File: config.mk
export PLATFORM = sky130hd
export DESIGN_NAME = alpm_ctrl
export DESIGN_NICKNAME = d
export VERILOG_FILES = /design/src/alpm_pkg.sv /design/src/alpm_ctrl.sv
export SDC_FILE = /design/constraint.sdc
export NUM_CORES = 1
export LEC_CHECK = 0
export BUFFER_PORTS_ARGS = -buffer_cell sky130_fd_sc_hd__buf_2
export CORE_UTILIZATION = 40
export DETAILED_ROUTE_END_ITERATION = 10
export PLACE_DENSITY = 0.67
export SYNTH_ARGS = -nofsm -noshare
export SYNTH_HDL_FRONTEND = slang
export SYNTH_SLANG_ARGS = --single-unit
File: constraint.sdc
create_clock -name CLOCK_I -period 2.2 [get_ports CLOCK_I]
set_clock_uncertainty 0.1 [all_clocks]
set_input_delay 0.44 -clock CLOCK_I [delete_from_list [all_inputs] [get_ports CLOCK_I]]
set_output_delay 0.44 -clock CLOCK_I [all_outputs]
set_load 0.005 [all_outputs]
File: src/alpm_pkg.sv
// Package with constants and types for the converter low-power mode control
package alpm_pkg;

  // ****************************************************************
  // Register access
  // ****************************************************************
  localparam logic [7:0] UNLOCK_ADDR       = 8'h05;
  localparam logic [7:0] UNLOCK_KEY        = 8'h69;
  localparam logic [7:0] PWRCTL_ADDR       = 8'h04;
  localparam int         LIGHT_EN_BIT      = 0;
  localparam int         DEEP_REQ_BIT      = 1;
  localparam logic [7:0] PWRCTL_RESET      = 8'h00;
  localparam logic       ANALOG_PWR_RESET  = 1'b1;
  localparam logic       HOST_READY_RESET  = 1'b1;
  localparam logic       MODE_FLAG_RESET   = 1'b0;

  // ****************************************************************
  // Timing
  // ****************************************************************
  localparam int CLK_HZ                    = 10000000;
  localparam int CONV_TIME_NS              = 1000;
  localparam int LIGHT_WAKE_TIME_NS        = 1000;
  localparam int DEEP_WAKE_TIME_NS         = 10000;
  localparam int NS_PER_CYCLE              = 1000000000 / CLK_HZ;
  localparam int CONV_CYCLES       = (CONV_TIME_NS + NS_PER_CYCLE - 1) / NS_PER_CYCLE;
  localparam int LIGHT_WAKE_CYCLES = (LIGHT_WAKE_TIME_NS + NS_PER_CYCLE - 1) / NS_PER_CYCLE;
  localparam int DEEP_WAKE_CYCLES  = (DEEP_WAKE_TIME_NS + NS_PER_CYCLE - 1) / NS_PER_CYCLE;
  localparam int CNT_W                     = 8;

  typedef enum logic [2:0] {
    ST_ACQ,
    ST_CONV,
    ST_LIGHT_SLEEP,
    ST_LIGHT_WAKE,
    ST_DEEP_SLEEP,
    ST_DEEP_WAKE
  } alpm_state_t;

endpackage

File: src/alpm_ctrl.sv
// Low-power mode controller: normal, light-sleep and deep-sleep sequencing
//
// Behaviour
// - Power-control writes accepted only after unlock key
// - Light-sleep entered at conversion end, pin high
// - Falling pin edge leaves light-sleep
// - Deep-sleep entered on next rising pin edge seen in ST_ACQ
// - Deep-sleep powers analog down, keeps registers
// - Ready indicator high during deep-sleep
// - Clearing deep-sleep bit starts wake, ready high
// - Normal mode keeps analog powered between conversions
`timescale 1ns/1ns
module alpm_ctrl (
  input  wire logic       CLOCK_I,       // 10 MHz clock
  input  wire logic       SYS_RST_I,     // Synchronous reset, high
  input  wire logic       CONV_START_SELECT_I, // Conversion start/select pin
  input  wire logic       REG_WR_I,      // Register write strobe from serial interface
  input  wire logic [7:0] REG_ADDR_I,    // Register write address
  input  wire logic [7:0] REG_DATA_I,    // Register write data
  output logic      [7:0] PWRCTL_O,      // Power control register contents
  output logic            UNLOCKED_O,    // Power control register unlocked
  output logic            ANALOG_PWR_O,  // Analog circuitry powered
  output logic            LIGHT_SLEEP_O, // In light-sleep mode
  output logic            DEEP_SLEEP_O,  // In deep-sleep mode
  output logic            CONV_BUSY_O,   // Conversion in progress
  output logic            HOST_READY_O   // Ready indicator pin
);

  // ****************************************************************
  // Pin synchroniser and edge detection
  // ****************************************************************
  logic cs_meta_ff;
  logic cs_sync_ff;
  logic cs_prev_ff;
  logic cs_rise;
  logic cs_fall;

  always_ff @(posedge CLOCK_I) begin
    if (SYS_RST_I) begin
      cs_meta_ff <= 1'b0;
      cs_sync_ff <= 1'b0;
      cs_prev_ff <= 1'b0;
    end else begin
      cs_meta_ff <= CONV_START_SELECT_I;
      cs_sync_ff <= cs_meta_ff;
      cs_prev_ff <= cs_sync_ff;
    end
  end

  assign cs_rise = cs_sync_ff & ~cs_prev_ff;
  assign cs_fall = ~cs_sync_ff & cs_prev_ff;

  // ****************************************************************
  // Unlock key and power control register
  // ****************************************************************
  logic       unlocked_ff;
  logic [7:0] pwrctl_ff;

  // Unlock stays in force until reset or another write to the unlock address, so the host may later clear deep-sleep
  always_ff @(posedge CLOCK_I) begin
    if (SYS_RST_I) begin
      unlocked_ff <= 1'b0;
    end else if (REG_WR_I && REG_ADDR_I == alpm_pkg::UNLOCK_ADDR) begin
      unlocked_ff <= (REG_DATA_I == alpm_pkg::UNLOCK_KEY);
    end
  end

  // Register contents are kept in every mode, deep-sleep included
  always_ff @(posedge CLOCK_I) begin
    if (SYS_RST_I) begin
      pwrctl_ff <= alpm_pkg::PWRCTL_RESET;
    end else if (REG_WR_I && REG_ADDR_I == alpm_pkg::PWRCTL_ADDR && unlocked_ff) begin
      pwrctl_ff <= REG_DATA_I;
    end
  end

  logic light_en;
  logic deep_req;
  assign light_en = pwrctl_ff[alpm_pkg::LIGHT_EN_BIT];
  assign deep_req = pwrctl_ff[alpm_pkg::DEEP_REQ_BIT];

  // ****************************************************************
  // Mode state machine
  // ****************************************************************
  typedef logic [alpm_pkg::CNT_W-1:0] alpm_cnt_t;

  alpm_pkg::alpm_state_t state_ff;
  alpm_pkg::alpm_state_t nxt_state;
  alpm_cnt_t             cnt_ff;
  alpm_cnt_t             nxt_cnt;
  logic                  cnt_done;
  logic                  conv_end;
  logic                  light_entry;
  logic                  deep_entry;
  logic                  deep_exit;

  assign cnt_done    = (cnt_ff == '0);
  assign conv_end    = (state_ff == alpm_pkg::ST_CONV) && cnt_done;
  // Pin level is taken after the synchroniser, so a glitch caught on a clock edge
  // near the end of conversion still reaches the light-sleep decision
  assign light_entry = conv_end && light_en && cs_sync_ff;
  assign deep_entry  = cs_rise && deep_req;
  assign deep_exit   = ~deep_req;

  // Deep-sleep wins over a new conversion on the same rising edge, so an
  // armed converter never starts a conversion it was told to skip
  always_comb begin
    nxt_state = state_ff;
    nxt_cnt   = cnt_ff;
    case (state_ff)
      alpm_pkg::ST_ACQ: begin
        if (deep_entry) begin
          nxt_state = alpm_pkg::ST_DEEP_SLEEP;
          nxt_cnt   = '0;
        end else if (cs_rise) begin
          nxt_state = alpm_pkg::ST_CONV;
          nxt_cnt   = alpm_cnt_t'(alpm_pkg::CONV_CYCLES - 1);
        end
      end
      alpm_pkg::ST_CONV: begin
        if (!cnt_done) begin
          nxt_cnt = cnt_ff - alpm_cnt_t'(1);
        end else if (light_entry) begin
          nxt_state = alpm_pkg::ST_LIGHT_SLEEP;
        end else begin
          nxt_state = alpm_pkg::ST_ACQ;
        end
      end
      alpm_pkg::ST_LIGHT_SLEEP: begin
        if (cs_fall) begin
          nxt_state = alpm_pkg::ST_LIGHT_WAKE;
          nxt_cnt   = alpm_cnt_t'(alpm_pkg::LIGHT_WAKE_CYCLES - 1);
        end
      end
      // A rising edge here breaks the host's wake wait and is ignored
      alpm_pkg::ST_LIGHT_WAKE: begin
        if (!cnt_done) begin
          nxt_cnt = cnt_ff - alpm_cnt_t'(1);
        end else begin
          nxt_state = alpm_pkg::ST_ACQ;
        end
      end
      alpm_pkg::ST_DEEP_SLEEP: begin
        if (deep_exit) begin
          nxt_state = alpm_pkg::ST_DEEP_WAKE;
          nxt_cnt   = alpm_cnt_t'(alpm_pkg::DEEP_WAKE_CYCLES - 1);
        end
      end
      alpm_pkg::ST_DEEP_WAKE: begin
        if (!cnt_done) begin
          nxt_cnt = cnt_ff - alpm_cnt_t'(1);
        end else begin
          nxt_state = alpm_pkg::ST_ACQ;
        end
      end
      default: begin
        nxt_state = alpm_pkg::ST_ACQ;
        nxt_cnt   = '0;
      end
    endcase
  end

  always_ff @(posedge CLOCK_I) begin
    if (SYS_RST_I) begin
      state_ff <= alpm_pkg::ST_ACQ;
    end else begin
      state_ff <= nxt_state;
    end
  end

  always_ff @(posedge CLOCK_I) begin
    if (SYS_RST_I) begin
      cnt_ff <= '0;
    end else begin
      cnt_ff <= nxt_cnt;
    end
  end

  // ****************************************************************
  // Mode flags and pins
  // ****************************************************************
  logic analog_pwr_ff;
  logic light_sleep_ff;
  logic deep_sleep_ff;
  logic conv_busy_ff;
  logic host_ready_ff;

  // Flags are registered from the next state so they change on the same
  // edge as the mode itself and never glitch at the pins.
  // Light-sleep only trims internal bias, so the supply stays on and
  // its wake is short; only deep-sleep cuts analog power.
  always_ff @(posedge CLOCK_I) begin
    if (SYS_RST_I) begin
      analog_pwr_ff  <= alpm_pkg::ANALOG_PWR_RESET;
      light_sleep_ff <= alpm_pkg::MODE_FLAG_RESET;
      deep_sleep_ff  <= alpm_pkg::MODE_FLAG_RESET;
      conv_busy_ff   <= alpm_pkg::MODE_FLAG_RESET;
      host_ready_ff  <= alpm_pkg::HOST_READY_RESET;
    end else begin
      analog_pwr_ff  <= (nxt_state != alpm_pkg::ST_DEEP_SLEEP);
      light_sleep_ff <= (nxt_state == alpm_pkg::ST_LIGHT_SLEEP);
      deep_sleep_ff  <= (nxt_state == alpm_pkg::ST_DEEP_SLEEP);
      conv_busy_ff   <= (nxt_state == alpm_pkg::ST_CONV);
      host_ready_ff  <= (nxt_state != alpm_pkg::ST_CONV);
    end
  end

  assign PWRCTL_O      = pwrctl_ff;
  assign UNLOCKED_O    = unlocked_ff;
  assign ANALOG_PWR_O  = analog_pwr_ff;
  assign LIGHT_SLEEP_O = light_sleep_ff;
  assign DEEP_SLEEP_O  = deep_sleep_ff;
  assign CONV_BUSY_O   = conv_busy_ff;
  assign HOST_READY_O  = host_ready_ff;

endmodule

### Word level (Yosys, flattened, before mapping)

Cells that the tools add are included.

| word-level totals | value |
|---|---|
| flip-flop bits (word level) | 28 |
| bits in latches | 0 |
| RAM bits | 0 |
| bits in read-only memories | 0 |
| logic and storage cells | 60 |
| memories kept | 0 |

| cells by class | value |
|---|---|
| $add $sub $neg | 1 |
| multiply operators | 0 |
| divide/modulo/power cells | 0 |
| magnitude comparators | 0 |
| eq/ne operators | 17 |
| shift operators | 0 |
| multiplexer cells | 14 |
| bitwise logic cells | 4 |
| reductions and logical operators | 12 |

Operator list:

| operator | number |
|---|---|
| $mux W8 | 5 |
| $pmux W8 S4 | 1 |
| $mux W3 | 6 |
| $eq A8 B3 Y1 const B | 2 |
| $pmux W3 S5 | 1 |
| $eq A3 B2 Y1 const B | 3 |
| $eq A3 B3 Y1 const B | 3 |
| $eq A8 B7 Y1 const B | 1 |
| $logic_not A8 Y1 | 1 |
| $sub A8 B1 Y8 const B | 1 |
| $logic_and A1 B1 Y1 | 7 |
| $eq A3 B1 Y1 const B | 2 |
| $ne A2 B2 Y1 const B | 3 |
| $ne A3 B3 Y1 const B | 2 |
| $reduce_and A4 Y1 | 1 |
| $logic_not A3 Y1 | 1 |
| $ne A3 B1 Y1 const B | 1 |
| $reduce_or A3 Y1 | 1 |
| $and A1 B1 Y1 | 2 |
| $mux W2 | 1 |
| $not A1 Y1 | 2 |
| $reduce_or A2 Y1 | 1 |

### Logic depth before layout (Yosys ltp)

| depth | value |
|---|---|
| depth after elaboration | 8 |
| depth in mapped cells | 7 |
| gate-level depth less buffers | 7 |

### Worst setup path after synthesis

No wires, ideal clock.

| path | value |
|---|---|
| path type | register to register |
| from | register cnt_ff[0] |
| to | register deep_sleep_ff, in the netlist DEEP_SLEEP_O |
| library setup time | 119 ps |
| arrival | 1544 ps |
| required time | 1981 ps |
| path slack | 437 ps |
| cell stages (with the launch flop) | 8 |
| buffers on the path | 0 |
| clock period less this slack | 1763 ps |
| path through | dfxtp_1 -> inv_1 -> ha_1 -> nor3b_1 -> and2_4 -> or2_2 -> and3b_1 -> nor2b_1 |

| on the way | value |
|---|---|
| word-level cells in the longest chain between the ends | 8 |
| elaborated cells on any way between the ends | 9 |
| those cells by class | eq/ne: 1; mux: 4; reduce/logical: 4 |

RTL lines:

| what | RTL line | source |
|---|---|---|
| start: declaration | alpm_ctrl.sv:89 | `alpm_cnt_t cnt_ff;` |
| start signal: assignment | alpm_ctrl.sv:175 | `cnt_ff <= nxt_cnt;` |
| $logic_not A8 Y1 * | alpm_ctrl.sv:97 | `assign cnt_done = (cnt_ff == '0);` |
| $logic_and A1 B1 Y1 | alpm_ctrl.sv:98 | `assign conv_end = (state_ff == alpm_pkg::ST_CONV) && cnt_done;` |
| $logic_and A1 B1 Y1 (2 in series) | alpm_ctrl.sv:101 | `assign light_entry = conv_end && light_en && cs_sync_ff;` |
| $mux W2 | alpm_ctrl.sv:123 | `end else if (light_entry) begin` |
| $mux W3 | alpm_ctrl.sv:121 | `if (!cnt_done) begin` |
| $pmux W3 S5 * | alpm_ctrl.sv:110 | `case (state_ff)` |
| $eq A3 B3 Y1 * | alpm_ctrl.sv:202 | `deep_sleep_ff <= (nxt_state == alpm_pkg::ST_DEEP_SLEEP);` |
| end signal: assignment | alpm_ctrl.sv:196 | `deep_sleep_ff <= alpm_pkg::MODE_FLAG_RESET;` |
| end signal: assignment | alpm_ctrl.sv:202 |  |
| end: declaration | alpm_ctrl.sv:184 | `logic deep_sleep_ff;` |

Mark *: on every way between the ends. The rest lies on a longest branch, timed or not.
A chain may end at the register's enable or synchronous reset.

### Worst setup path in the final report

| path | value |
|---|---|
| from | register cnt_ff[0] |
| to | register conv_busy_ff, in the netlist CONV_BUSY_O |

| on the way | value |
|---|---|
| word-level cells in the longest chain between the ends | 8 |
| elaborated cells on any way between the ends | 9 |
| those cells by class | eq/ne: 1; mux: 4; reduce/logical: 4 |

RTL lines:

| what | RTL line | source |
|---|---|---|
| $logic_not A8 Y1 * | alpm_ctrl.sv:97 |  |
| $logic_and A1 B1 Y1 | alpm_ctrl.sv:98 |  |
| $logic_and A1 B1 Y1 (2 in series) | alpm_ctrl.sv:101 |  |
| $mux W2 | alpm_ctrl.sv:123 |  |
| $mux W3 | alpm_ctrl.sv:121 |  |
| $pmux W3 S5 * | alpm_ctrl.sv:110 |  |
| $eq A3 B1 Y1 * | alpm_ctrl.sv:203 | `conv_busy_ff <= (nxt_state == alpm_pkg::ST_CONV);` |
| end signal: assignment | alpm_ctrl.sv:197 | `conv_busy_ff <= alpm_pkg::MODE_FLAG_RESET;` |
| end signal: assignment | alpm_ctrl.sv:203 |  |
| end: declaration | alpm_ctrl.sv:185 | `logic conv_busy_ff;` |

Marks and branches as above.

==> impl_metrics.json <==
{
  "synth_nets": 163,
  "number_of_global_route_vias_before_repair": 1055,
  "cts.clk_slew.worst_paths_ns": 0.15,
  "internal-power_uw": 779,
  "clk_pwr_share_pct": 33.5,
  "register_area_um2": 561,
  "ys_types": 43,
  "place_ws_ns": 0.185,
  "grt_setup_unrepaired": "no",
  "regToRegEndpoint": "CONV_BUSY_O$_SDFF_PP0_",
  "critPathLaunch": "cnt_ff[0]$_SDFFE_PP0P_",
  "power.net_switching_uw": 241,
  "detail_route.wl_per_cell_um": 11.8,
  "post-dp-hpwl_um": 1910,
  "crit_path_start_kind": "flip-flop",
  "clock.fmax_mhz": 521,
  "cts_post_setup_buffers_inserted": 0,
  "initialDrtViolationCount": 30,
  "critical_path.endpoint": "CONV_BUSY_O$_SDFF_PP0_",
  "hp-class": "in2reg",
  "critical-path-slowest-cell": "dfxtp_1",
  "cts.repair.resized": 0,
  "synth_cells": 142,
  "final.fill_count": 292,
  "synth-seq-cells": 28,
  "stdcell_count": 219,
  "cp_data_required_time_ns": 2.40,
  "reg2reg_setup_slack_ns": 0.28,
  "critPathCaptureType": "flip-flop",
  "syn_area_um2": 1310,
  "switching_share_pct": 23.6,
  "number_of_buffers_on_the_longest_clock_path": 2,
  "drt-pass1-iter-count": 4,
  "placed_area_um2": 1510,
  "setup_tns_ns": 0,
  "clk_root_buffer_cell": "clkbuf_4",
  "die_height_um": 59.1,
  "totalWireLength_um": 2580,
  "route.detailed.drc": 0,
  "ff2ff_path_depth": 7,
  "postLayoutCellArea_um2": 1560,
  "floorplan.die.width_um": 59.1,
  "portBuffers": 33,
  "timing.critical_path.slowest_cell_delay_ns": 0.46,
  "cp_cell_sequence": "inv_1 > ha_1 > nor3b_1 > and2_4 > or2_2 > a21oi_1 > and3_1",
  "number_of_nets_still_failing_antenna_checks_after_routing": 0,
  "core.rowCount": 20,
  "rr_startpoint": "cnt_ff[0]$_SDFFE_PP0P_",
  "period_minus_ws_final_ns": 1.92,
  "seqPwrFrac_pct": 53.1,
  "layout.cells.most_common": "buf_2",
  "power-per-cell-area_nw_per_um2": 654,
  "clk_latency_ns": 0.34,
  "via_count": 1096,
  "first_pass_grt_wire_length_um": 4480,
  "worst-path-max-fanout": 6,
  "final_max_slew_viol_count": 0,
  "floorplan.die_area_um2": 3500,
  "nNetsFinal": 197,
  "total_power_draw_mw": 1.02,
  "setup_viol_count_final": 0,
  "finalHoldViolCount": 0,
  "pin_count": 34,
  "dpl.cell_count": 215,
  "mostFrequentLayoutCells": "buf_2, dfxtp_1, nor2_1",
  "worst_setup_slack_after_layout_ns": 0.282,
  "drt-vias-per-instance": 5.00,
  "drive_gt1_share_pct": 26.9,
  "syn2layout_area_growth_pct": 19.6,
  "weighted_congestion_at_the_end_of_routability_driven_global_placement": 0.844,
  "min_period_over_period_pct": 87.2,
  "combined_area_of_the_multi_input_logic_cells_um2": 708,
  "syn_area_per_cell_um2": 9.19,
  "cts_made_buffers": 3,
  "core_area_um2": 3080,
  "ys_seq_area_share_pct": 43.0,
  "gr-usage-all-layers_pct": 17.3,
  "peakVddDrop_v": 0.000244,
  "numClockSinks": 28,
  "globalRoute.totalOverflow": 0,
  "initial_core_util_pct": 42.4,
  "max_slew.worst_pin.slew_ns": 0.511,
  "static-leakage-power_nw": 0.699,
  "maxCapViolCount": 0,
  "cts-hold-fix-buffers": 0,
  "number_of_antenna_repair_diodes": 0,
  "cts_tree": "yes",
  "synth-warning-count": 0,
  "htree_levels": 1,
  "pin_count_of_the_biggest_net_entering_global_routing": 23,
  "worst_ep_arrival_time_ns": 2.12,
  "critical_path_class": "reg2reg",
  "antenna_found_initial": 0,
  "run_status": "finished clean",
  "combPwrFrac_pct": 13.4,
  "relative_max_transition_margin_pct": 65.8
}
per-stage QoR:
| step | hold slack (ns) | utilization, % |
|---|---|---|
| 2_1_floorplan | 0.314 | - |
| 3_3_place_gp | 0.318 | 49.0 |
| 3_5_place_dp | 0.332 | 49.0 |
| 4_1_cts | 0.190 | 50.7 |
| 5_1_grt | 0.202 | 50.7 |
| 6_report | 0.195 | 50.7 |
power by group through the flow:
stage	Combinational, mW	Clock (mW)	Sequential (mW)
after floorplan	0.105	0	0.547
after global placement	0.134	0	0.552
after detailed placement	0.137	0	0.552
after CTS	0.137	0.353	0.541
after global routing	0.156	0.373	0.544
final	0.137	0.342	0.541
routing by layer:
metal / wire length [um] / track usage, %
met5: 0 / 0
met4: 64 / 10.9
met3: 60 / 3.49
met2: 1240 / 29.1
met1: 1220 / 20.1
how the worst min path moves through the flow:
| stage | startpoint | depth (start not counted) | end |
|---|---|---|---|
| after global routing | CONV_START_SELECT_I | 2 | cs_meta_ff$_SDFF_PP0_ |
| after global placement | cs_meta_ff$_SDFF_PP0_ | 1 | cs_sync_ff$_SDFF_PP0_ |
| final | CONV_START_SELECT_I | 2 | cs_meta_ff$_SDFF_PP0_ |
| after floorplan | cs_meta_ff$_SDFF_PP0_ | 1 | cs_sync_ff$_SDFF_PP0_ |
| after detailed placement | cs_meta_ff$_SDFF_PP0_ | 1 | cs_sync_ff$_SDFF_PP0_ |
| after CTS | CONV_START_SELECT_I | 2 | cs_meta_ff$_SDFF_PP0_ |
cells in the mapped netlist (all sizes together):
master / number / area (um2)
xor2: 4 / 35.0
o21a: 1 / 7.51
ha: 1 / 12.5
buf: 2 / 10.0
inv: 5 / 18.8
o21ai: 4 / 23.8
a21boi: 1 / 11.3
a31o: 1 / 8.76
nand4: 1 / 6.26
nor4b: 3 / 32.5
nand3b: 1 / 7.51
nor2: 19 / 71.3
and2: 1 / 8.76
and3b: 1 / 8.76
clkbuf: 2 / 7.51
o2111ai: 2 / 17.5
dfxtp: 28 / 561
a21o: 1 / 7.51
nor4: 2 / 27.5
nor3b: 2 / 15.0
xnor2: 1 / 8.76
o211ai: 2 / 15.0
nand3: 4 / 20.0
nor3: 2 / 10.0
or2: 2 / 12.5
nand2b: 5 / 31.3
and3: 1 / 6.26
and2b: 1 / 7.51
a211o: 2 / 17.5
mux2i: 10 / 113
nand4b: 1 / 8.76
a31oi: 1 / 6.26
nor2b: 7 / 43.8
and4b: 1 / 10.0
o22ai: 1 / 12.5
nand2: 11 / 43.8
a21oi: 8 / 40.0
critical path: cells and delay by family (launching register included):
family	cells	cell delay, ns
DFF	1	0.46
AOI/OAI and AO/OA	1	0.19
buffers and inverters	1	0.07
and+or+nand+nor	4	0.80
adders and majority gates	1	0.25
kinds of logic (layout without fill, tap and decap cells):
logic type | count (synthesis) | in the layout | synth area share, %
compound gates | 24 | 24 | 12.8
xor+xnor | 5 | 5 | 3.36
fa+ha+maj | 1 | 1 | 0.959
buf+inv | 9 | 42 | 2.78
flops | 28 | 28 | 43.0
mux | 10 | 10 | 8.63
simple gates | 65 | 65 | 28.5
area by class of cell:
class                      instances  share of cell area (%)
inverter                           5                    1.20
tap                               44                    3.53
multi-input combinational        105                    45.4
timing repair buffer              33                    10.6
clock buffer                       3                    1.44
sequential                        28                    35.9
clock inverter                     1                    1.92
registers in the layout, indices dropped and copies added, names as in the netlist:
signal         count
CONV_BUSY_O        1
cs_meta_ff         1
cs_prev_ff         1
LIGHT_SLEEP_O      1
UNLOCKED_O         1
ANALOG_PWR_O       1
cnt_ff             8
HOST_READY_O       1
PWRCTL_O           8
state_ff           3
DEEP_SLEEP_O       1
cs_sync_ff         1
Note: power is estimated with default switching activity, not from simulation.
